### src/rtl/srsd_regs.vh
// srsd_regs.vh: constants for the segment and register select decoder
// assumes inclusion by bare name from the decoder files
`ifndef SRSD_REGS_VH
`define SRSD_REGS_VH
// segment select codes
`define SRSD_SEG_EXTRA 2'h0
`define SRSD_SEG_CODE 2'h1
`define SRSD_SEG_STACK 2'h2
`define SRSD_SEG_DATA 2'h3
// prefix pattern 001ss110
`define SRSD_PFX_MASK 8'hE7
`define SRSD_PFX_VAL 8'h26
// addressing fields
`define SRSD_MOD_NODISP 2'h0
`define SRSD_MOD_REG 2'h3
`define SRSD_RM_DIRECT 3'h6
// effective address calculation time in clocks
`define SRSD_EA_CYCLES 3'h4
`endif

### src/rtl/srsd_reg_map.v
// srsd_reg_map.v: register field to register file select
// assumes purely combinational use inside the decoder
`timescale 1ns/1ps
module srsd_reg_map (
  // field in
  input wire width_bit,
  input wire [2:0] reg_field,
  // select out
  output wire [2:0] reg_index,
  output wire byte_sel,
  output wire high_byte
);
  assign reg_index = width_bit ? reg_field : {1'b0, reg_field[1:0]};
  assign byte_sel = ~width_bit;
  assign high_byte = ~width_bit & reg_field[2];
endmodule // srsd_reg_map

### src/rtl/srsd_decoder.v
// srsd_decoder.v: segment override and operand segment/register decode
// assumes opcode bytes and completion strobe come from core-clock logic
`timescale 1ns/1ps
`include "srsd_regs.vh"
// Behaviour
// - prefix 001ss110 selects extra, code, stack or data segment by ss
// - width 1 selects 16-bit registers; width 0 low then high bytes
// - frame pointer based memory operands default to stack segment
// - string destination through destination index uses extra segment
// - override never applies to the string destination operand
// - mod 00 with r/m 110 is direct 16-bit displacement address
// - effective address calculation takes 4 clocks for memory operands and string destinations, none for other register-mode operands
module srsd_decoder (
  // clock and reset
  input wire clk_sys,
  input wire rst,
  // prefix byte
  input wire byte_valid,
  input wire [7:0] byte_in,
  // instruction fields
  input wire insn_valid,
  input wire width_bit,
  input wire [2:0] reg_field,
  input wire [1:0] mod_field,
  input wire [2:0] rm_field,
  input wire string_dest,
  input wire insn_done,
  // decoded outputs
  output reg [1:0] seg_sel,
  output reg direct_disp,
  output reg frame_based,
  output reg mem_operand,
  output reg [2:0] reg_index,
  output reg byte_sel,
  output reg high_byte,
  output reg ea_busy,
  output reg ea_done,
  output reg ovr_pending
);

  // ===========================================
  // prefix recognition
  wire pfx_match;
  wire is_prefix;
  assign pfx_match = (byte_in & `SRSD_PFX_MASK) == `SRSD_PFX_VAL;
  assign is_prefix = byte_valid & pfx_match;

  // ===========================================
  // override valid flag
  // a prefix in the completion cycle wins, so the next instruction keeps it
  reg ovr_valid_reg;
  reg ovr_valid_next;
  always @* begin
    ovr_valid_next = ovr_valid_reg;
    if (is_prefix) begin
      ovr_valid_next = 1'b1;
    end else if (insn_done) begin
      ovr_valid_next = 1'b0;
    end
  end
  always @(posedge clk_sys) begin
    if (rst) begin
      ovr_valid_reg <= 1'b0;
    end else begin
      ovr_valid_reg <= ovr_valid_next;
    end
  end

  // ===========================================
  // override segment code; a later prefix replaces an earlier one
  reg [1:0] ovr_seg_reg;
  always @(posedge clk_sys) begin
    if (rst) begin
      ovr_seg_reg <= `SRSD_SEG_DATA;
    end else if (is_prefix) begin
      ovr_seg_reg <= byte_in[4:3];
    end
  end

  // ===========================================
  // register field map
  wire [2:0] map_index;
  wire map_byte;
  wire map_high;
  srsd_reg_map u_map (
    .width_bit(width_bit),
    .reg_field(reg_field),
    .reg_index(map_index),
    .byte_sel(map_byte),
    .high_byte(map_high)
  );

  // ===========================================
  // frame pointer table, one entry per r/m code
  // r/m 010, 011 and 110 add the frame pointer in memory modes unless the mode is direct
  wire [7:0] fp_table;
  genvar g;
  generate
    for (g = 0; g < 8; g = g + 1) begin : g_fp
      if ((g == 2) || (g == 3) || (g == 6)) begin : g_yes
        assign fp_table[g] = 1'b1;
      end else begin : g_no
        assign fp_table[g] = 1'b0;
      end
    end
  endgenerate

  // ===========================================
  // addressing class
  wire is_mem;
  wire is_direct;
  wire uses_fp;
  wire needs_ea;
  assign is_mem = mod_field != `SRSD_MOD_REG;
  assign is_direct = (mod_field == `SRSD_MOD_NODISP) && (rm_field == `SRSD_RM_DIRECT);
  assign uses_fp = is_mem & ~is_direct & fp_table[rm_field];
  assign needs_ea = is_mem | string_dest;

  // ===========================================
  // segment choice
  // string destination is tested first so no override can ever reach it
  reg [1:0] seg_next;
  always @* begin
    if (string_dest) begin
      seg_next = `SRSD_SEG_EXTRA;
    end else if (ovr_valid_reg) begin
      seg_next = ovr_seg_reg;
    end else if (uses_fp) begin
      seg_next = `SRSD_SEG_STACK;
    end else begin
      seg_next = `SRSD_SEG_DATA;
    end
  end

  // ===========================================
  // decoded segment and addressing flags, held until the next decode
  always @(posedge clk_sys) begin
    if (rst) begin
      seg_sel <= `SRSD_SEG_DATA;
      direct_disp <= 1'b0;
      frame_based <= 1'b0;
      mem_operand <= 1'b0;
    end else if (insn_valid) begin
      seg_sel <= seg_next;
      direct_disp <= is_direct;
      frame_based <= uses_fp;
      mem_operand <= needs_ea;
    end
  end

  // ===========================================
  // decoded register select, held until the next decode
  always @(posedge clk_sys) begin
    if (rst) begin
      reg_index <= 3'h0;
      byte_sel <= 1'b0;
      high_byte <= 1'b0;
    end else if (insn_valid) begin
      reg_index <= map_index;
      byte_sel <= map_byte;
      high_byte <= map_high;
    end
  end

  // ===========================================
  // effective address timer
  // a new request restarts it; overlapping requests stretch busy, none queue
  reg [2:0] ea_cnt_reg;
  reg [2:0] ea_cnt_next;
  reg ea_busy_next;
  reg ea_done_next;
  always @* begin
    ea_cnt_next = ea_cnt_reg;
    ea_busy_next = ea_busy;
    ea_done_next = 1'b0;
    if (insn_valid) begin
      ea_busy_next = needs_ea;
      ea_cnt_next = needs_ea ? `SRSD_EA_CYCLES - 3'h1 : 3'h0;
    end else if (ea_busy) begin
      ea_cnt_next = ea_cnt_reg - 3'h1;
      if (ea_cnt_reg == 3'h1) begin
        ea_busy_next = 1'b0;
        ea_done_next = 1'b1;
      end
    end
  end
  always @(posedge clk_sys) begin
    if (rst) begin
      ea_cnt_reg <= 3'h0;
      ea_busy <= 1'b0;
      ea_done <= 1'b0;
    end else begin
      ea_cnt_reg <= ea_cnt_next;
      ea_busy <= ea_busy_next;
      ea_done <= ea_done_next;
    end
  end

  // ===========================================
  // pending flag, a registered copy of the override flag for outside use
  always @(posedge clk_sys) begin
    if (rst) begin
      ovr_pending <= 1'b0;
    end else begin
      ovr_pending <= ovr_valid_next;
    end
  end
endmodule // srsd_decoder

### config.mk
export PLATFORM = sky130hd
export DESIGN_NAME = srsd_decoder
export DESIGN_NICKNAME = d
export VERILOG_FILES = /design/src/rtl/srsd_reg_map.v /design/src/rtl/srsd_decoder.v
export VERILOG_INCLUDE_DIRS = /design/src /design/src/rtl
export SDC_FILE = /design/constraint.sdc
export NUM_CORES = 1
export LEC_CHECK = 0
export BUFFER_PORTS_ARGS = -buffer_cell sky130_fd_sc_hd__buf_2
export CAP_MARGIN = 40
export CELL_PAD_IN_SITES_DETAIL_PLACEMENT = 1
export CELL_PAD_IN_SITES_GLOBAL_PLACEMENT = 1
export CORE_AREA = 8 8 57 59
export CTS_CLUSTER_DIAMETER = 30
export DETAILED_ROUTE_END_ITERATION = 8
export DIE_AREA = 0 0 65 67
export PLACE_DENSITY = 0.89
export SETUP_SLACK_MARGIN = 0.2
export SLEW_MARGIN = 30
export SYNTH_ARGS = -nofsm -noshare
export SYNTH_HDL_FRONTEND = slang
export SYNTH_SLANG_ARGS = --single-unit
export TNS_END_PERCENT = 5
### constraint.sdc
create_clock -name clk_sys -period 1.6 [get_ports clk_sys]
set_input_delay 0.24 -clock clk_sys [delete_from_list [all_inputs] [get_ports clk_sys]]
set_output_delay 0.24 -clock clk_sys [all_outputs]
set_load 0.01 [all_outputs]
==> metrics.md, run 1 <==
| Metric | Value |
|---|---|
| Initial antenna violation count | 0 |
| Top delay family on crit path | flip-flops |
| Final setup fails | 0 |
| Final slew viol count | 0 |
| Cts hold-fix bufs | 0 |
| Worst hold path type | in2reg |
| CTS sink cnt | 18 |
| Vias in the first global route | approximately 900 |
| Sequential-to-total area share from yosys stat | a little under half |
| Crit path buffers/inverters | 1 |
| Clk slew on worst S/H paths | around 0.1 ns |
| Slew headroom | 77.97% |
| GR Util met3 | approximately 3.5% |
| Met2 Resource Use GR | 21.12% |
| First-pass GRT wire length | just over 4000 um |
| Port Buffer Count | 35 |
| Top post-synthesis cells by area | dfxtp_1 (46%), nand2_1 (6.2%), a21oi_1 (4.5%) |
| DRT Wirelength | 2325 um |
| H-tree depth | 1 |
| Worst endpoint required time | around 1.4 ns |
| Cell variety after synth | 30 |
| Top Usage Layer GRT | met2 |
| Final Net Count | 150 |
| Leading area contributor after synthesis | dfxtp_1 |
| Final Hold Fails | 0 |
| Num rows | 18 |
| Initial Util | about a third |
| Post-Syn Area per Cell | around 9.0 um2 |
| Largest family of logic cells by synthesized area | simple AND/OR/NAND/NOR gates |
| Most common cell after layout, fill and taps aside | buf_2 |
| Syn_nets | around 110 |
| Compound-cell area share of the yosys netlist | 17.44% |
| Core area | around 2400 um2 |
| R2R cell count | 5 |
| Fin util | 42.54% |
| Critical Path Source Type | register |
| Dpl hpwl | just under 2000 um |
| Fin crit period | roughly 1.1 ns |
| Clk_skew | around 0.003 ns |
| Fill count | 300 |
| Worst-Margin Slew | roughly 0.33 ns |
| Synth Area in Simple Gates | about a quarter |
| WP depth | 1 |
| ANT nets after route | 0 |
| Xor and xnor area share after synthesis | between 2 and 2.5% |
| Hold path cells | 2 |
| Run status | finished, final reports clean |
| Worst Path Max Fanout | 7 |
| Routed vias/inst | a little over 5 |
| Adder-cell share of the synthesized area | around 3.2% |
| Post-synth top area share | a little under half |
| Vias | approximately 780 |
| Die area | around 4400 um2 |
| Setup Buffers After CTS | 0 |
| Largest net degree at the start of global routing | 15 |
| Met1 Use GR | about an eighth |
| Total negative slack | 0 ns |
| Cell breakdown of the critical path | buf_2 |
| Synth Register Bits | 18 |
| Yosys warning total | 0 |
| Ant diodes | 0 |
| Final period util | 71.87% |
| Crit path capture type | primary output |
| Commonest non-fill, non-tap cells in the layout | buf_2 (35), dfxtp_1 (18), nand2_1 (13), a21oi_1 (7), nand3_1 (6) |
| WP data arrival | between 0.9 and 1 ns |
| Total overflow reported by the global router | 0 |
| Worst ir drop on vdd | 0.0003146 V |
| Synth-to-Final Area Change | 28.64% |
| TritonCTS clock tree | yes |
| Worst-skew pair later-pin latency | just under 0.3 ns |
| Slowest cell on the critical path | dfxtp_1 |
| Gpl congestion | about 0.73 |
| Root Driver | clkbuf_4 |
| Pwr dens | 832.1 nW/um2 |
| Drt wl/cell | 15.20 um |
| Top-level port count | 36 |
| Die height | between 60 and 70 um |
| Critical path class | reg2out |
| Cts repair resizes | 0 |
| Leakage | between 0.4 and 0.5 nW |
| GR Util All Layers | around an eighth |
| F_max | 0.8696 GHz |
| Max-cap violations | 0 |
| CP max stage delay | 0.45 ns |
| Post-Syn Instances | just under 90 |
| Mapped Area | slightly below 800 um2 |
| Mux contribution to synthesized area | under 10% |
| Die Wd | approximately 65 um |
| CTS Buffer Depth | 2 |
| Cts bufs inserted | 3 |
| Pre-antenna DRT Iters | 4 |
| DRC | 0 |
| RSZ-0062 raised after global routing | no |
| Layout cells sized above 1 | about a third |
| DRT iter0 DRCs | 6 |
[synthesized netlist by cell type]
| cell | count |
|---|---|
| o21bai_1 | 1 |
| inv_1 | 3 |
| a211oi_1 | 1 |
| a21oi_2 | 1 |
| o211ai_1 | 2 |
| nor2_1 | 5 |
| buf_4 | 1 |
| a221oi_1 | 1 |
| buf_1 | 1 |
| nand2_1 | 13 |
| xor2_1 | 2 |
| inv_2 | 1 |
| o31ai_1 | 1 |
| o41ai_2 | 1 |
| nor4b_1 | 1 |
| and3_1 | 1 |
| nand3_1 | 6 |
| and3b_1 | 1 |
| mux2i_1 | 2 |
| nand4bb_1 | 1 |
| ha_1 | 2 |
| o21ai_0 | 4 |
| nand2b_1 | 1 |
| and4bb_2 | 1 |
| a221o_1 | 1 |
| a21oi_1 | 7 |
| nor2b_1 | 4 |
| dfxtp_1 | 18 |
| nor3_1 | 1 |
| nand3b_1 | 2 |
[path summary, 6_finish.rpt]
kind	slack, ns	end	from
worst max-delay path	0.45	ea_busy	ea_busy
worst min-delay path	0.16	byte_sel	width_bit
worst max register to register	0.52	ea_cnt_reg[1]	ea_cnt_reg[0]
worst min register to register	0.46	mem_operand	mem_operand
[where the power goes]
part | leakage, nW | switching, W | internal (W) | total, W
registers | 0.148 | 0.0000149 | 0.000470 | 0.000485
logic | 0.303 | 0.0000742 | 0.0000614 | 0.000136
clock network | 0.0138 | 0.000129 | 0.0000874 | 0.000216
total | 0.464 | 0.000218 | 0.000619 | 0.000837
[layout make-up]
class / instances / area (um2) / area share (%)
timing repair buffer: 35 / 175.2 / 17.41
multi-input combinational: 63 / 395.4 / 39.30
tap: 30 / 37.54 / 3.731
clock buffer: 3 / 22.52 / 2.239
sequential: 18 / 360.3 / 35.82
inverter: 4 / 15.01 / 1.493
[per-layer routing]
metal / wire length, um / part of all wire [%]
met4: 48 / 2.1
met3: 138 / 5.9
met5: 0 / 0
met2: 1196 / 51
met1: 943 / 41
[kinds of logic after synthesis]
family	after synthesis
AOI/OAI and AO/OA	20
xor gates and xnor gates	2
adders and majority gates	2
buffers and inverters	6
DFF	18
muxes	2
and+or+nand+nor	37
[metrics by stage]
step	std cells	instance area, um2	power (W)	setup slack [ns]	hold slack (ns)
4_1_cts	153	1006	0.0008458	0.4343	0.1488
3_3_place_gp	150	983.4	0.0006230	0.5513	0.4435
6_report	153	1006	0.0008371	0.4500	0.1566
5_1_grt	153	1006	0.0008882	0.3804	0.1568
2_1_floorplan	87	782.0	0.0005630	0.6142	0.3330
3_5_place_dp	150	983.4	0.0006332	0.4700	0.4526
(Power assumes the default switching activity.)
==> run 2, diff against run 1 <==
--- a/config.mk
+++ b/config.mk
@@ -6,15 +6,16 @@
 export SDC_FILE = /design/constraint.sdc
 export NUM_CORES = 1
 export LEC_CHECK = 0
+export ABC_AREA = 1
 export BUFFER_PORTS_ARGS = -buffer_cell sky130_fd_sc_hd__buf_2
 export CAP_MARGIN = 40
 export CELL_PAD_IN_SITES_DETAIL_PLACEMENT = 1
 export CELL_PAD_IN_SITES_GLOBAL_PLACEMENT = 1
-export CORE_AREA = 8 8 57 59
+export CORE_AREA = 8 8 62 64
 export CTS_CLUSTER_DIAMETER = 30
 export DETAILED_ROUTE_END_ITERATION = 8
-export DIE_AREA = 0 0 65 67
-export PLACE_DENSITY = 0.89
+export DIE_AREA = 0 0 70 72
+export PLACE_DENSITY = 0.81
 export SETUP_SLACK_MARGIN = 0.2
 export SLEW_MARGIN = 30
 export SYNTH_ARGS = -nofsm -noshare
==> constraint.sdc (replaced) <==
create_clock -name clk_sys -period 0.9 [get_ports clk_sys]
set_input_delay 0.135 -clock clk_sys [delete_from_list [all_inputs] [get_ports clk_sys]]
set_output_delay 0.135 -clock clk_sys [all_outputs]
set_load 0.01 [all_outputs]
==> run 2 against run 1 <==
The flow now finishes with violations (setup timing); die area up 16%; combinational power rose by 130%; sequential power grew 80%; via count up 4.6%; utilization is 2.0 points lower; sequential share of layout area is 3.5 points lower; largest cell class is now sequential cells; highest routed layer unchanged.
==> metrics.md, run 2 <==
| Metric | Value |
|---|---|
| Run status | finished, violations left |
| Failing checks | setup timing |
| Ys async rst share | 0% (unchanged) |
| Synth-to-Final Area Change | 51.53% |
| Commonest non-fill, non-tap cells in the layout | nand2_1 (24), buf_2 (24), dfxtp_2 (13), buf_6 (11) |
| Fill count | 363 (+21%) |
| Cts bufs inserted | 3 (unchanged) |
| RSZ-0062 raised after global routing | yes |
| Top post-synthesis cells by area | dfxtp_1 (46%), nand2_1 (12%), nand3_1 (5.8%) |
| CTS sink cnt | 18 (unchanged) |
| Initial Util | 26.77% (-6.3 points) |
| H-tree depth | 1 (unchanged) |
| Worst endpoint required time | 1.12 ns (-0.24 ns) |
| Most numerous cell in the Yosys netlist | nand2_1 |
| Pre-antenna DRT Iters | 2 (-2) |
| Final period util | 109.5% |
| Critical path class | reg2reg |
| Pwr dens | 1422 nW/um2 (+71%) |
| Final Hold Fails | 0 (unchanged) |
| Port Buffer Count | 35 (unchanged) |
| Post-synth top area share | 46.38% (+0.30 points) |
| Drt wl/cell | 12.93 um (-15%) |
| Worst-Margin Slew | 0.2074 ns (-0.1230 ns) |
| Worst Path Max Fanout | 2 (-5) |
| Fin crit period | roughly 0.99 ns |
| TritonCTS clock tree | yes |
| Max-cap violations | 0 (unchanged) |
| Critical Path Source Type | register |
| F_max | approximately 1.0 GHz |
| Gpl congestion | 0.7102 (-2.8%) |
| Core area | 2903 um2 (+23%) |
| First-pass GRT wire length | 4015 um (-2.2%) |
| Leading area contributor after synthesis | dfxtp_1 |
| Hold WS | 0.04315 ns (-0.1134 ns) |
| Final setup fails | 4 (+4) |
| ANT nets after route | 0 (unchanged) |
| Top-level port count | 36 (unchanged) |
| Die Wd | 70 um (+7.7%) |
| Sequential-to-total area share from yosys stat | 46.38% (+0.30 points) |
| Slew headroom | 86.11% (+8.1 points) |
| Synth cell count leaders | nand2_1 (25), dfxtp_1 (18), inv_1 (10) |
| Synth Register Bits | 18 (unchanged) |
| Yosys warning total | 0 (unchanged) |
| Cell variety after synth | 23 (-23%) |
| Vias in the first global route | 936 (+3.8%) |
| Clk slew on worst S/H paths | 0.10 ns (about the same) |
| Crit path capture type | register |
| Number of flops mapped to enable cells by yosys | 0 (unchanged) |
| Final Worst Setup Slack | -0.08531 ns (-0.5353 ns) |
| Final Instance Area | 1177 um2 (+17%) |
| Post-Syn Instances | 99 (+14%) |
| Worst ir drop on vdd | 0.0009130 V (+190%) |
| Post-Place Cell Area | 1010 um2 (+2.7%) |
| Initial antenna violation count | 0 (unchanged) |
| Syn_nets | 124 (+11%) |
| Die area | 5040 um2 (+16%) |
| Layout cells sized above 1 | 54.23% (+20 points) |
| Dpl hpwl | 1911 um (-0.80%) |
| Num rows | 20 (+2) |
| WP data arrival | 1.20 ns (+0.29 ns) |
| Largest net degree at the start of global routing | 12 (-3) |
| Final Net Count | 168 (+12%) |
| Total overflow reported by the global router | 0 (unchanged) |
| CTS Buffer Depth | 2 (unchanged) |
| Worst hold path type | in2reg |
| Mapped Area | 777.0 um2 (-0.64%) |
| Vias | 820 (+4.6%) |
| GR Util All Layers | 9.432% (-2.4 points) |
| DRT iter0 DRCs | 24 (+18) |
| Die height | 72 um (+7.5%) |
| Worst-skew pair later-pin latency | 0.29 ns (about the same) |
| DRC | 0 (unchanged) |
| Root Driver | clkbuf_4 |
| Clk_skew | 0.004273 ns (+0.001303 ns) |
| Post-Syn Area per Cell | 7.848 um2 (-13%) |
| Leakage | 0.5518 nW (+19%) |
| Routed vias/inst | 4.686 (-8.6%) |
| Setup WS pre-CTS | -0.1675 ns (-0.6376 ns) |
| Final slew viol count | 0 (unchanged) |
| Top_reg_cell synth | dfxtp_1 |
| Ant diodes | 0 (unchanged) |
| DRT Wirelength | 2263 um (-2.7%) |
==> run 2: cell count changes in the layout (fill, tap and decap cells not counted), moves of 3 or more <==
cell / previous run / this run
a21oi_1: 7 / 2
buf_2: 35 / 24
buf_4: 0 / 6
buf_6: 0 / 11
dfxtp_1: 18 / 4
dfxtp_2: 0 / 13
inv_1: 3 / 7
inv_2: 1 / 5
nand2_1: 13 / 24
nand3_1: 6 / 9
nor2_1: 5 / 9
nor2b_1: 4 / 0
==> run 2: per-stage QoR <==
| step | total power (W) | setup TNS [ns] | utilization, % | cells |
|---|---|---|---|---|
| 2_1_floorplan | 0.001004 | -0.06577 | - | 99 |
| 3_3_place_gp | 0.001115 | -0.1489 | 34.78 | 170 |
| 3_5_place_dp | 0.001133 | -0.5246 | 34.78 | 170 |
| 4_1_cts | 0.001698 | -0.1863 | 40.39 | 175 |
| 5_1_grt | 0.001779 | -0.6673 | 40.56 | 175 |
| 6_report | 0.001674 | -0.1544 | 40.56 | 175 |
==> run 2: critical path: stages, from the launching register on <==
cell and delay (ns):
dfxtp_2 0.35, inv_2 0.05, ha_4 0.22, nor2_1 0.09, nand2_1 0.06, a31oi_1 0.14
==> run 2: worst paths after layout <==
path | from | end | slack (ns) | cells past startpoint
min reg2reg | frame_based | frame_based | 0.47 | 2
max reg2reg | ea_cnt_reg[1] | ea_cnt_reg[1] | -0.09 | 5
min | string_dest | seg_sel[1] | 0.04 | 2
max | ea_cnt_reg[1] | ea_cnt_reg[1] | -0.09 | 5
==> run 2: layer usage <==
metal / up-vias / share of wire [%] / track usage, % / wire (um)
met4: 0 / 1.1 / 2.009 / 25
li1: 405 / - / - / -
met1: 384 / 39 / 9.192 / 887
met2: 29 / 50 / 16.85 / 1131
met5: - / 0 / 0 / 0
met3: 2 / 9.7 / 5.593 / 219
==> run 2: cells by family after synthesis <==
kind of cell | after synthesis | synth area share (%)
adders and majority gates | 2 | 3.220
DFF | 18 | 46.38
and+or+nand+nor | 48 | 26.89
buffers and inverters | 15 | 9.502
AOI/OAI and AO/OA | 16 | 14.01
==> run 2: layout make-up <==
cell class	count	area (um2)	area share, %
inverters	13	51.30	4.357
repair buffers	41	289.0	24.55
flip-flops and latches	18	380.4	32.31
multi-input cells	66	379.1	32.20
well taps	33	41.29	3.507
clock buffers	4	36.28	3.082
==> run 2: what timing repair did <==
| item | 4_1_cts | 5_1_grt |
|---|---|---|
| pin swaps | 5 | 3 |
| buffers inserted | 1 | 0 |
| endpoints found under the hold margin | 0 | 0 |
| endpoints found under the setup margin | 21 | 23 |
| hold buffers | 0 | 0 |
| resized for setup | 33 | 2 |
==> run 2: power breakdown <==
group	internal, W	leakage [nW]	switching (W)
Sequential	0.000841	0.152	0.0000310
Clock	0.000246	0.0210	0.000250
Combinational	0.000160	0.379	0.000147
Total	0.00125	0.552	0.000427
